<file path="config.mk">
export PLATFORM = sky130hd
export DESIGN_NAME = reset_and_mirror_park_control
export DESIGN_NICKNAME = d
export VERILOG_FILES = /design/src/design/park_pkg.sv /design/src/design/sync_if.sv /design/src/design/input_sync.sv /design/src/design/reset_and_mirror_park_control.sv
export VERILOG_INCLUDE_DIRS = /design/src /design/src/design
export SDC_FILE = /design/constraint.sdc
export NUM_CORES = 1
export LEC_CHECK = 0
export ABC_AREA = 1
export BUFFER_PORTS_ARGS = -buffer_cell sky130_fd_sc_hd__buf_2
export CORE_ASPECT_RATIO = 1.4
export CORE_UTILIZATION = 60
export CTS_BUF_LIST = sky130_fd_sc_hd__clkbuf_4 sky130_fd_sc_hd__clkbuf_8
export CTS_CLUSTER_SIZE = 10
export DETAILED_ROUTE_END_ITERATION = 8
export GPL_TIMING_DRIVEN = 0
export PLACE_DENSITY_LB_ADDON = 0.15
export SLEW_MARGIN = 20
export SYNTH_ARGS = -nofsm -noshare
export SYNTH_HDL_FRONTEND = slang
export SYNTH_HIERARCHICAL = 1
export SYNTH_SLANG_ARGS = --single-unit
</file>
<file path="constraint.sdc">
create_clock -name clk -period 2.2 [get_ports clk]
set_clock_uncertainty 0.15 [all_clocks]
set_input_delay 0.44 -clock clk [delete_from_list [all_inputs] [get_ports clk]]
set_output_delay 0.44 -clock clk [all_outputs]
set_load 0.01 [all_outputs]
</file>
<file path="src/design/park_consts.svh">
// Named constants for the reset and mirror-park controller.
// Assumes a 25 MHz system clock; included by the design modules.
`ifndef PARK_CONSTS_SVH
`define PARK_CONSTS_SVH

// Clock rate in MHz (period 40 ns)
`define CLK_MHZ 25
// Self-configuration time after reset release, in us
`define CONFIG_TIME_US 1000
`define CONFIG_CYCLES (`CONFIG_TIME_US * `CLK_MHZ)
// Fast park sequence length, in us; finishes well inside 40 us
`define FAST_PARK_TIME_US 20
`define FAST_PARK_CYCLES (`FAST_PARK_TIME_US * `CLK_MHZ)
// Normal park sequence length, in us
`define NORMAL_PARK_TIME_US 10000
`define NORMAL_PARK_CYCLES (`NORMAL_PARK_TIME_US * `CLK_MHZ)
// Longest normal park allowed, in ms
`define NORMAL_PARK_MAX_MS 20
`define NORMAL_PARK_MAX_CYCLES (`NORMAL_PARK_MAX_MS * 1000 * `CLK_MHZ)
// Quiet time before configuration bus is allowed, in ms
`define BUS_GUARD_TIME_MS 500
`define BUS_GUARD_CYCLES (`BUS_GUARD_TIME_MS * 1000 * `CLK_MHZ)
// Counter width, covers the longest count
`define CNT_W 24
// Synchroniser layout: bit 0 reset, bit 1 fast park, bit 2 normal park
`define SYNC_W 3
`define SYNC_POR 0
`define SYNC_FAST 1
`define SYNC_NORMAL 2
`define SYNC_RESET_VAL 3'h4
// Widths of the tri-stated pin groups
`define FLASH_W 4
`define PWR_IC_W 4
`define PULSE_W 2
`define GPIN_W 15

`endif

</file>
<file path="src/design/park_pkg.sv">
// Types for the reset and mirror-park controller.
// Used by the top module; constants live in park_consts.svh.
package park_pkg;

   // Gray-coded along hold, config, run, normal park, fast park, parked
   typedef enum logic [2:0] {
      ST_HOLD = 3'h0,
      ST_CONFIG = 3'h1,
      ST_RUN = 3'h3,
      ST_NORMAL_PARK = 3'h2,
      ST_FAST_PARK = 3'h6,
      ST_PARKED = 3'h7
   } park_state_type;

endpackage : park_pkg

</file>
<file path="src/design/sync_if.sv">
// Carries raw pin levels to the synchroniser and clean levels back.
// Assumes both ends sit on the one system clock.
`timescale 1ns/1ps
`include "park_consts.svh"

interface sync_if;
   logic [`SYNC_W-1:0] raw;
   logic [`SYNC_W-1:0] clean;

   modport ctrl (output raw, input clean);
   modport sync (input raw, output clean);
endinterface : sync_if

</file>
<file path="src/design/input_sync.sv">
// Three-stage pin synchroniser with agreement filter.
// Assumes raw levels are asynchronous to clk; rst is async, high.
`timescale 1ns/1ps
`include "park_consts.svh"

module input_sync (
   // Clock and reset
   input wire logic clk,
   input wire logic rst,
   // Pin levels in, clean levels out
   sync_if.sync port
);

   // Per-bit reset levels of the stages, picked out one bit at a time
   localparam logic [`SYNC_W-1:0] SYNC_RESET_LVL = `SYNC_RESET_VAL;

   genvar i;
   generate
      for (i = 0; i < `SYNC_W; i++) begin : g_bit
         logic s1_r, s2_r, s3_r, clean_r;
         logic clean_nxt;

         // A change counts once stages two and three agree
         always_comb begin
            clean_nxt = clean_r;
            if (s2_r == s3_r) begin
               clean_nxt = s3_r;
            end
         end

         // Stage one feeds stage two only
         always_ff @(posedge clk or posedge rst) begin
            if (rst) begin
               s1_r <= SYNC_RESET_LVL[i];
               s2_r <= SYNC_RESET_LVL[i];
               s3_r <= SYNC_RESET_LVL[i];
               clean_r <= SYNC_RESET_LVL[i];
            end else begin
               s1_r <= port.raw[i];
               s2_r <= s1_r;
               s3_r <= s2_r;
               clean_r <= clean_nxt;
            end
         end

         assign port.clean[i] = clean_r;
      end
   endgenerate

endmodule : input_sync

</file>
<file path="src/design/reset_and_mirror_park_control.sv">
// Reset sequencing and mirror-park control of the display controller.
// Assumes pins arrive unsynchronised; power IC and host keep their side.
`timescale 1ns/1ps
`include "park_consts.svh"

module reset_and_mirror_park_control
   import park_pkg::*;
#(
   parameter int CONFIG_CYCLES = `CONFIG_CYCLES,
   parameter int NORMAL_PARK_CYCLES = `NORMAL_PARK_CYCLES,
   parameter int BUS_GUARD_CYCLES = `BUS_GUARD_CYCLES
) (
   // Clock and reset
   input wire logic clk,
   input wire logic rst,
   // Pins from power IC and host
   input wire logic por_in_n,
   input wire logic fast_mirror_halt_n,
   input wire logic normal_mirror_halt_req,
   // Output enables of tri-stated pin groups
   output logic [`FLASH_W-1:0] flash_oe,
   output logic [`PWR_IC_W-1:0] pwr_ic_oe,
   output logic [`PULSE_W-1:0] sync_pulse_oe,
   output logic [`GPIN_W-1:0] general_pins_oe,
   // Outputs forced low in hold; raised in run, mirror enable also in normal and fast park but low once parked
   output logic light_source_select,
   output logic mirror_array_enable_n,
   // Host interrupt pin
   output logic host_irq,
   output logic host_irq_oe,
   // Status
   output logic mirrors_parked,
   output logic config_bus_ok
);

   sync_if sif ();
   logic por_f, fast_f, normal_f, por_d_r;
   park_state_type state_r, state_nxt;
   logic [`CNT_W-1:0] cnt_r, cnt_nxt, guard_r, guard_nxt;
   logic io_on, run_nxt;
   logic [`FLASH_W-1:0] flash_oe_nxt;
   logic [`PWR_IC_W-1:0] pwr_ic_oe_nxt;
   logic [`PULSE_W-1:0] sync_pulse_oe_nxt;
   logic [`GPIN_W-1:0] general_pins_oe_nxt;
   logic lss_nxt, mae_n_nxt, irq_nxt, irq_oe_nxt, parked_nxt, bus_ok_nxt;

   // Pins pass the three-stage synchroniser
   assign sif.raw[`SYNC_POR] = por_in_n;
   assign sif.raw[`SYNC_FAST] = fast_mirror_halt_n;
   assign sif.raw[`SYNC_NORMAL] = normal_mirror_halt_req;
   assign por_f = sif.clean[`SYNC_POR];
   assign fast_f = sif.clean[`SYNC_FAST];
   assign normal_f = sif.clean[`SYNC_NORMAL];

   input_sync u_sync (
      .clk (clk),
      .rst (rst),
      .port (sif.sync)
   );

   // Sequencer next state and phase counter
   always_comb begin
      state_nxt = state_r;
      case (state_r)
         ST_HOLD: begin
            if (por_f && !por_d_r) begin
               state_nxt = ST_CONFIG;
            end
         end
         ST_CONFIG: begin
            if (!fast_f) begin
               state_nxt = ST_FAST_PARK;
            end else if (cnt_r == `CNT_W'(CONFIG_CYCLES - 1)) begin
               state_nxt = ST_RUN;
            end
         end
         ST_RUN: begin
            if (!fast_f) begin
               state_nxt = ST_FAST_PARK;
            end else if (!normal_f) begin
               state_nxt = ST_NORMAL_PARK;
            end
         end
         ST_NORMAL_PARK: begin
            if (!fast_f) begin
               state_nxt = ST_FAST_PARK;
            end else if (cnt_r == `CNT_W'(NORMAL_PARK_CYCLES - 1)) begin
               state_nxt = ST_PARKED;
            end
         end
         ST_FAST_PARK: begin
            if (cnt_r == `CNT_W'(`FAST_PARK_CYCLES - 1)) begin
               state_nxt = ST_PARKED;
            end
         end
         ST_PARKED: begin
            if (fast_f && normal_f) begin
               state_nxt = ST_RUN;
            end
         end
         default: state_nxt = ST_HOLD;
      endcase
      if (!por_f) begin
         state_nxt = ST_HOLD;
      end
      if (state_nxt != state_r) begin
         cnt_nxt = '0;
      end else begin
         cnt_nxt = cnt_r + `CNT_W'(1);
      end
   end

   // Bus guard counts from both reset and fast park high
   always_comb begin
      guard_nxt = guard_r;
      bus_ok_nxt = 1'b0;
      if (!por_f || !fast_f) begin
         guard_nxt = '0;
      end else if (guard_r == `CNT_W'(BUS_GUARD_CYCLES)) begin
         bus_ok_nxt = 1'b1;
      end else begin
         guard_nxt = guard_r + `CNT_W'(1);
      end
   end

   // Output levels follow the next state so they align with state_r
   always_comb begin
      io_on = (state_nxt != ST_HOLD);
      run_nxt = (state_nxt == ST_RUN);
      flash_oe_nxt = {`FLASH_W{io_on}};
      pwr_ic_oe_nxt = {`PWR_IC_W{io_on}};
      sync_pulse_oe_nxt = {`PULSE_W{io_on}};
      general_pins_oe_nxt = {`GPIN_W{io_on}};
      lss_nxt = run_nxt;
      mae_n_nxt = run_nxt || (state_nxt == ST_NORMAL_PARK)
         || (state_nxt == ST_FAST_PARK);
      irq_oe_nxt = io_on;
      irq_nxt = (state_nxt == ST_CONFIG);
      parked_nxt = (state_nxt == ST_PARKED);
   end

   // State, counters and output registers
   always_ff @(posedge clk or posedge rst) begin
      if (rst) begin
         state_r <= ST_HOLD;
         cnt_r <= '0;
         guard_r <= '0;
         por_d_r <= 1'b0;
         flash_oe <= '0;
         pwr_ic_oe <= '0;
         sync_pulse_oe <= '0;
         general_pins_oe <= '0;
         light_source_select <= 1'b0;
         mirror_array_enable_n <= 1'b0;
         host_irq <= 1'b0;
         host_irq_oe <= 1'b0;
         mirrors_parked <= 1'b0;
         config_bus_ok <= 1'b0;
      end else begin
         state_r <= state_nxt;
         cnt_r <= cnt_nxt;
         guard_r <= guard_nxt;
         por_d_r <= por_f;
         flash_oe <= flash_oe_nxt;
         pwr_ic_oe <= pwr_ic_oe_nxt;
         sync_pulse_oe <= sync_pulse_oe_nxt;
         general_pins_oe <= general_pins_oe_nxt;
         light_source_select <= lss_nxt;
         mirror_array_enable_n <= mae_n_nxt;
         host_irq <= irq_nxt;
         host_irq_oe <= irq_oe_nxt;
         mirrors_parked <= parked_nxt;
         config_bus_ok <= bus_ok_nxt;
      end
   end
endmodule : reset_and_mirror_park_control

</file>
# Word-level counts from Yosys, hierarchy flattened
# Cells that the tools add are included.
[word_totals]
regBits = 73
inputBits = 5
[op_classes]
n_addsub = 2
eq_ne = 19
muxes = 16
n_reduce_logical = 10
[op_table]
columns = ["operator", "count"]
rows = [
  ["$mux W24", 3],
  ["$add A24 B1 Y24 const B", 2],
  ["$mux W3", 10],
  ["$eq A24 B15 Y1 const B", 1],
  ["$eq A24 B18 Y1 const B", 1],
  ["$eq A24 B24 Y1 const B", 1],
  ["$eq A24 B9 Y1 const B", 1],
  ["$pmux W3 S6", 1],
  ["$eq A3 B2 Y1 const B", 4],
  ["$eq A3 B3 Y1 const B", 4],
  ["$eq A3 B1 Y1 const B", 2],
  ["$eq A1 B1 Y1", 3],
  ["$logic_not A1 Y1", 3],
  ["$logic_not A3 Y1", 1],
  ["$logic_or A1 B1 Y1", 3],
  ["$ne A3 B3 Y1", 1],
  ["$reduce_bool A3 Y1", 1],
  ["$logic_and A1 B1 Y1", 2],
  ["$mux W1", 2],
  ["$ne A2 B2 Y1 const B", 1],
]

# Logic depth before layout (Yosys ltp)
# Gate-level depths: netlist (run 1).
[depth]
depth_word = 8
ltp_mapped = 14

# Cells and area by module
# Netlist (run 1), hierarchy kept.
[modules_own_cells]
columns = ["module", "instances", "cells_each", "area_per_inst_um2"]
rows = [
  ["reset_and_mirror_park_control", 1, 442, 3578.4],
  ["input_sync", 1, 28, 380.4],
]

# Worst setup path after synthesis (run 1)
# No wires, ideal clock.
[synth_timing]
kind = "reg2reg"
start = "register cnt_r[0]"
end = "register cnt_r[20]"
t_arrival_ns = 1.612
t_required_ns = 1.926
setup_slack_ns = 0.314
stages_incl_launch_ff = 11
path_buffers = 0
cell_sequence = "dfrtp_1 -> ha_1 -> nand2_2 -> nor2_4 -> nand2_1 -> nor2_2 -> nand3_1 -> nor2_1 -> nand3_1 -> xor2_1 -> nor2_4"
[synth_via]
elab_chain_len = 7
word_cells_on_any_way = 13
[synth_lines]
columns = ["item", "line", "text"]
rows = [
  ["from (decl)", "reset_and_mirror_park_control.sv:39", "logic [`CNT_W-1:0] cnt_r, cnt_nxt, guard_r, guard_nxt;"],
  ["from (signal assigned)", "reset_and_mirror_park_control.sv:161", "cnt_r <= cnt_nxt;"],
  ["$eq A24 B18 Y1 / $eq A24 B15 Y1 (equally long branches)", "reset_and_mirror_park_control.sv:87, reset_and_mirror_park_control.sv:73", ""],
  ["$mux W3 (on tied branches)", "reset_and_mirror_park_control.sv:87, reset_and_mirror_park_control.sv:73", ""],
  ["$mux W3 (on tied branches)", "reset_and_mirror_park_control.sv:85, reset_and_mirror_park_control.sv:71", ""],
  ["$pmux W3 S6", "reset_and_mirror_park_control.sv:64", "case (state_r)"],
  ["$mux W3", "reset_and_mirror_park_control.sv:103", "if (!por_f) begin"],
  ["$ne A3 B3 Y1", "reset_and_mirror_park_control.sv:106", "if (state_nxt != state_r) begin"],
  ["$mux W24 (*)", "reset_and_mirror_park_control.sv:106", ""],
  ["named net cnt_nxt[20]", "reset_and_mirror_park_control.sv:39", ""],
]
# Mark *: on every way through the listed nets, which the timed path passes. The rest lies on a longest branch.
# A chain may end at the register's enable or synchronous reset.

# Final worst setup path (run 1)
[layout_timing]
start = "register cnt_r[0]"
end = "register cnt_r[4]"
# Same word-level chain as after synthesis.

==> results.md, run 1 <==
- Status: complete, but fails checks
- Final setup violating endpoints: 0
- Post-DP Area: roughly 4200 µm²
- # clock sinks: 70
- Global-route wire length before repair: between 10000 and 15000 µm
- CP max-delay cell: dfrtp_1
- Top Ports: 36
- Fmax: 0.476 GHz
- Initial drt markers: 148
- Vias: 3178
- Final ANT Viol Nets: 0
- Worst Setup End Kind: flop
- Worst Path Class, Setup: reg -> reg
- GR Util All Layers: 25.5%
- Switching pwr: 1.19 mW
- Via/cell ratio: 5.26
- CTS tree: built
- CP peak stage delay: 400 ps
- CP arrival: 2240 ps
- Clock Path Buffers: 2
- ANT cells: 0
- Die width: 70.7 µm
- CP required: 2340 ps
- Final nets: 535
- Pwr/cell area: about 800 nW/µm²
- Reg power frac: about two fifths
- Unrepaired setup endpoints after global routing: yes
- Port bufs: 35
- Max Slew Vio Count: 0
- Crit path top cell by count: nand2_2
- Primary FF master, synth: dfrtp_1
- Commonest non-fill, non-tap cell in the layout: nand2_1
- Root Buffer: clkbuf_8
- Internal power: 2.48 mW
- Layout cells sized above 1: just over 30%
- Worst hold margin: 26.1 ps
- Synthesized area: between 3000 and 4000 µm²
- Number of enable flip-flop cells after synthesis: 0
- Vias in the first global route: 3166
- Initial antenna violation count: 0
- Core Rows: 34
- Ys Warns: 6
- Endpoints failing hold: 0
- Syn_area_per_cell: 8.42 µm²
- Worst-margin pin slew: 715 ps
- FF+latch count, synth: 70
- Post-synthesis cell count: 470
- Cell variety after synth: 34
- Syn nets: 478
- CP Max Fanout: 8
- Crit path launch type: flop
- Leak Pwr: around 2.1 nW
- Final period util: 95.5%
- Largest net degree at the start of global routing: slightly below 60
- Violated checks: design-rule violations
- Core ar.: 6300 µm²
- FILL cells: roughly 480
- Commonest cells after routing, fill and taps aside: nand2_1 (79), dfrtp_1 (61), nor2_1 (55), inv_1 (50), buf_4 (38)
- Overall power: 3.67 mW
- CTS H-tree lvls: 3
- Delay-heaviest family, CP: simple AND/OR/NAND/NOR gates
- Async set-or-reset flop fraction in the synthesized netlist: between 90% and 100%
- Final routed DRC violation total: 4
- Worst-path cell chain: ha_4, nand2_4, nor2_4, nand2_2, nor2_4, nand3_2, nand2_2, nand2_2, nand2_2, nand2_2, nor2_4, nand3_4, clkbuf_16, nor2_4
- Number of buffers created by CTS: 9
- Clock Pin Slew Worst Setup and Hold Paths: approximately 80 ps
- Sequential share of the synthesized area: between 40% and 50%
- Max_cap viols: 0
- Peak VDD IR: 0.495 mV
- TNS Setup: 0 ps
- WL/cell: 13.4 µm
- Grt total ovfl: 0
- Post-route cell area: 4640 µm²
- Setup slack at placement: 42.0 ps
- Min-delay worst type: in -> reg
- Die area: 6930 µm²
- Initial core utilization: 62.9%
- Die height: roughly 98 µm
- Min Tclk post-route: 2100 ps
- Detailed Routing Iterations Pass 1: 6
- P&R area growth vs syn: 17.2%
- Crit path buf inv count: 1
- GP Congestion: between 0.8 and 0.9
- Worst rel slew slack: 52.3%
- Setup WS post-layout: 98.8 ps
- Worst-Skew Late Latency: roughly 350 ps
- Total Routed Length: 8120 µm
- DP HPWL: 5620 µm
- Clock share of power: 30.6%
- Sw Share: 32.4%
- Combinational fraction of design power: 30.1%
==> timing repair <==
| item | 4_1_cts | 5_1_grt |
|---|---|---|
| gates resized for setup | 0 | 24 |
| endpoints found under the hold margin | 8 | 0 |
| setup buffers | 0 | 10 |
| endpoints found under the setup margin | 0 | 25 |
| hold buffers | 1 | 0 |
==> cell families after synthesis <==
logic type	synth area share [%]
buf+inv	12.0
compound gates	6.35
xor+xnor	4.65
flops	44.4
fa+ha+maj	0.948
simple gates	31.7
==> registers in the layout, indices dropped and copies added, names as in the netlist, 3 cells and up <==
name / flops
u_sync/g_bit.s2_r: 3
u_sync/g_bit.clean_r: 3
state_r: 3
u_sync/g_bit.s3_r: 3
cnt_r: 24
guard_r: 24
u_sync/g_bit.s1_r: 3
==> power by group through the flow <==
stage | clock network, mW | logic, mW | registers (mW)
2_1_floorplan | 0 | 0.717 | 1.45
6_report | 1.12 | 1.10 | 1.45
3_3_place_gp | 0 | 0.920 | 1.46
3_5_place_dp | 0 | 0.941 | 1.46
4_1_cts | 1.14 | 0.944 | 1.43
5_1_grt | 1.20 | 1.20 | 1.46
==> worst paths after layout <==
check | startpoint | endpoint | slack, ps | depth (start not counted)
min in group asynchronous | rst | u_sync/g_bit[1].s1_r$_DFF_PP0_ | 510 | 3
min | normal_mirror_halt_req | u_sync/g_bit[2].s1_r$_DFF_PP1_ | 30 | 1
max reg2reg | cnt_r[0]$_DFF_PP0_ | cnt_r[4]$_DFF_PP0_ | 100 | 14
max in group asynchronous | rst | cnt_r[9]$_DFF_PP0_ | 750 | 3
min reg2reg | u_sync/g_bit[1].s1_r$_DFF_PP0_ | u_sync/g_bit[1].s2_r$_DFF_PP0_ | 210 | 0
max | cnt_r[0]$_DFF_PP0_ | cnt_r[4]$_DFF_PP0_ | 100 | 14
==> cell usage after synthesis (all sizes together), types with 2 or more instances <==
master | instances | share of area [%]
xor2 | 17 | 3.8
dfrtp | 66 | 42
xnor2 | 4 | 0.88
nand3 | 26 | 4.0
a21oi | 21 | 2.7
clkbuf | 2 | 0.19
nand4 | 15 | 2.4
dfstp | 4 | 2.7
nor3 | 9 | 1.4
nand2 | 87 | 8.7
nor4 | 6 | 0.95
ha | 3 | 0.95
inv | 54 | 5.1
buf | 33 | 6.7
o21ai | 22 | 2.8
nor2 | 92 | 14
==> per-stage QoR <==
stage,cells,utilization [%]
2_1_floorplan,470,-
3_3_place_gp,577,67.1
3_5_place_dp,577,67.1
4_1_cts,594,70.7
5_1_grt,604,73.7
6_report,604,73.7
==> routing by layer <==
layer	vias to the layer above	part of all wire (%)	wire length [µm]	track usage, %
li1	1581	-	-	-
met2	69	55	4450	46.5
met3	28	3.1	255	5.47
met1	1500	39	3160	27.7
met4	0	3.2	259	12.0
met5	-	0	0	0
==> layout make-up <==
type	instances	area [µm²]	area share (%)
Timing Repair Buffer	48	310	6.69
Clock buffer	10	138	2.97
Clock inverter	6	76.3	1.65
Inverter	54	205	4.42
Tap cell	72	90.1	1.94
Multi-Input combinational cell	311	1790	38.7
Sequential cell	70	1760	38.0
Buffer	33	263	5.66
Power figures use the tool's default switching activity.
==> run 2: changes to the inputs <==
ABC_AREA = 0   (was 1)
==> results.md, run 2 <==
- Ys Warns: 6 (unchanged)
- Reg2reg path depth: 6 (-8)
- Delay-heaviest family, CP: simple AND/OR/NAND/NOR gates
- Worst-Skew Late Latency: 340 ps (about the same)
- Final ANT Viol Nets: 0 (unchanged)
- Commonest cells after routing, fill and taps aside: dfrtp_1 (66), buf_2 (36), buf_4 (34), nor2_1 (24), nor3_1 (23)
- Number of enable flip-flop cells after synthesis: 0 (unchanged)
- Vias: 2797 (-12%)
- Pwr/cell area: 800 nW/µm² (+1.0%)
- FILL cells: 422 (-12%)
- Total Routed Length: 7560 µm (-7.0%)
- Final non-filler cell total: 488 (-19%)
- Top Ports: 36 (unchanged)
- Crit path buf inv count: 1 (unchanged)
- Die height: 93.7 µm (-4.5%)
- Syn_area_per_cell: 9.95 µm² (+18%)
- Synth top area share: 45.9% (+4.1 points)
- Worst Path Class, Setup: reg -> reg
- Routing usage on met1: 31.1% (+3.4 points)
- Grt total ovfl: 0 (unchanged)
- GR Util All Layers: 26.7% (+1.2 points)
- Root Buffer: clkbuf_8
- Worst-margin pin slew: 718 ps (+2.23 ps)
- Die width: 67.5 µm (-4.5%)
- Setup WS post-layout: -35.8 ps (-135 ps)
- CTS tree: built
- Final setup violating endpoints: 22 (+22)
- ANT cells: 0 (unchanged)
- CP required: 2280 ps (-60 ps)
- Final nets: 421 (-21%)
- Core Util, Final: 73.7% (about the same)
- R2R setup slack: -40 ps (-130 ps)
- Crit path from: cnt_r[21]$_DFF_PP0_
- Top cells by count, synth: dfrtp_1 (66), buf_4 (28), nor2_1 (25)
- Layout cells sized above 1: 29.7% (-0.60 points)
- Cell taking the most area after synthesis: dfrtp_1
- Synthesized area: 3600 µm² (-9.0%)
- GR Layer Usage met3: 4.73% (-0.74 points)
- Inst Count DP: 467 (-19%)
- Clock Pin Slew Worst Setup and Hold Paths: 80 ps (about the same)
- DP HPWL: 5150 µm (-8.3%)
- Initial antenna violation count: 0 (unchanged)
- Worst rel slew slack: 52.2% (-0.15 points)
- Sequential share of the synthesized area: 48.8% (+4.4 points)
- Peak VDD IR: 0.548 mV (+11%)
- GRT met2 Usage: 46.9% (+0.34 points)
- Min Tclk post-route: 2240 ps (+135 ps)
- Max_cap viols: 0 (unchanged)
- Via/cell ratio: 5.73 (+8.9%)
- Number of buffers created by CTS: 9 (unchanged)
- Primary FF master, synth: dfrtp_1
- Crit path to: cnt_r[23]$_DFF_PP0_
- CTS H-tree lvls: 3 (unchanged)
- Violated checks: negative setup slack
- Reg2reg start: cnt_r[21]$_DFF_PP0_
- Syn nets: 370 (-23%)
- TNS Setup: -427 ps (-427 ps)
- Regs by FF count: cnt_r (24), guard_r (24)
- Max Slew Vio Count: 0 (unchanged)
- Top post-synthesis cells by area: dfrtp_1 (46%), buf_4 (5.8%), xnor2_1 (4.9%)
- Clock Path Buffers: 2 (unchanged)
- Status: complete, but fails checks
- Commonest non-fill, non-tap cell in the layout: dfrtp_1
- CP peak stage delay: 570 ps (+170 ps)
- Async set-or-reset flop fraction in the synthesized netlist: 100% (unchanged)
- Critical path depth: 6 (-8)
- Gr busiest metal: met2
- Unrepaired setup endpoints after global routing: yes
- Leak Pwr: 1.87 nW (-13%)
- Fmax: 0.447 GHz (-6.0%)
- Count leader, synth: dfrtp_1
- Die area: 6320 µm² (-8.8%)
- Crit path launch type: flop
- Multi-input gate area: 1640 µm² (-8.4%)
- Largest net degree at the start of global routing: 59 (unchanged)
- CP max-delay cell: or4_4
- Reg-to-reg endpoint: cnt_r[23]$_DFF_PP0_
- Vias in the first global route: 2704 (-15%)
- CP arrival: 2310 ps (+70 ps)
- Min-delay worst type: in -> reg
- P&R area growth vs syn: 19.2%
- Core Rows: 33 (-2.9%)
- Endpoints failing hold: 0 (unchanged)
- Global-route wire length before repair: 12500 µm (-8.8%)
- Final period util: 102% (+6.1 points)
- Cell variety after synth: 42 (+24%)
- GP Congestion: 0.895 (+0.79%)
- Sequential cell area: 1760 µm² (-0.36%)
- Port bufs: 35 (unchanged)
- Worst-path cell chain: or4_4, nor4b_4, nand4_1, nand3_2, buf_2, nor3_1
- Final routed DRC violation total: 0 (-4)
- # clock sinks: 70 (unchanged)
- Worst Setup End Kind: flop
- CP Max Fanout: 10 (+2)
- Core ar.: 5820 µm² (-7.5%)
- Initial core utilization: 61.9% (-1.0 points)
- Post-synthesis cell count: 362 (-23%)
- Initial drt markers: 157 (+6.1%)
- WL/cell: 15.5 µm (+15%)
- Detailed Routing Iterations Pass 1: 4 (-2)
- FF+latch count, synth: 70 (unchanged)
-- run 2: final cells by class --
cell class                      count  share of cell area [%]
Tap cell                           70                    2.04
Buffer                             38                    6.35
Multi-Input combinational cell    237                    38.2
Clock inverter                      6                    2.16
Timing Repair Buffer               43                    5.80
Sequential cell                    70                    40.9
Clock buffer                       10                    3.21
Inverter                           14                    1.28
-- run 2: metal layers --
metal | part of all wire, % | wire length (µm)
met4 | 2.0 | 149
met2 | 56 | 4240
met1 | 39 | 2940
met3 | 2.9 | 220
met5 | 0 | 0
-- run 2: cells by family after synthesis --
logic type	after synthesis	synth area share, %
multiplexers	1	0.278
AND/OR/NAND/NOR	164	25.7
AO/OA/AOI/OAI	26	4.38
buffers and inverters	55	9.14
XOR/XNOR	40	9.73
flip-flops	70	48.8
adder cells (fa/ha/maj)	6	1.98
-- run 2: repair_timing --
item / 4_1_cts / 5_1_grt
endpoints found under the setup margin: 30 / 29
hold buffers: 1 / 0
pin swaps: 6 / 3
endpoints found under the hold margin: 8 / 0
gates resized for setup: 23 / 14
buffers inserted: 4 / 1
gates cloned: 2 / 0
-- run 2: worst min-delay path by stage --
stage                                               from                             endpoint  slack, ps  cells past startpoint
after floorplan                                      rst  u_sync/g_bit[0].clean_r$_DFFE_PP0N_        150                      1
after global placement    u_sync/g_bit[1].s1_r$_DFF_PP0_       u_sync/g_bit[1].s2_r$_DFF_PP0_        180                      0
after detailed placement  u_sync/g_bit[0].s1_r$_DFF_PP0_       u_sync/g_bit[0].s2_r$_DFF_PP0_        190                      0
after CTS                         normal_mirror_halt_req       u_sync/g_bit[2].s1_r$_DFF_PP1_         40                      1
after global routing              normal_mirror_halt_req       u_sync/g_bit[2].s1_r$_DFF_PP1_         30                      1
final                             normal_mirror_halt_req       u_sync/g_bit[2].s1_r$_DFF_PP1_         50                      1
-- run 2: metrics by stage --
step	instance area [µm²]	total power [mW]	hold WS [ps]	setup WS, ps
floorplan	3600	1.95	152	4.76
CTS	4250	3.44	39.1	-49.0
global route	4290	3.61	27.2	-148
finish	4290	3.43	48.4	-35.8
global placement	3860	2.15	185	-566
detailed placement	3870	2.18	189	-344
-- run 2: power by group --
| part | internal [mW] | switching [mW] |
|---|---|---|
| sequential | 1.35 | 0.0835 |
| combinational | 0.422 | 0.401 |
| clock | 0.677 | 0.500 |
| total | 2.45 | 0.985 |
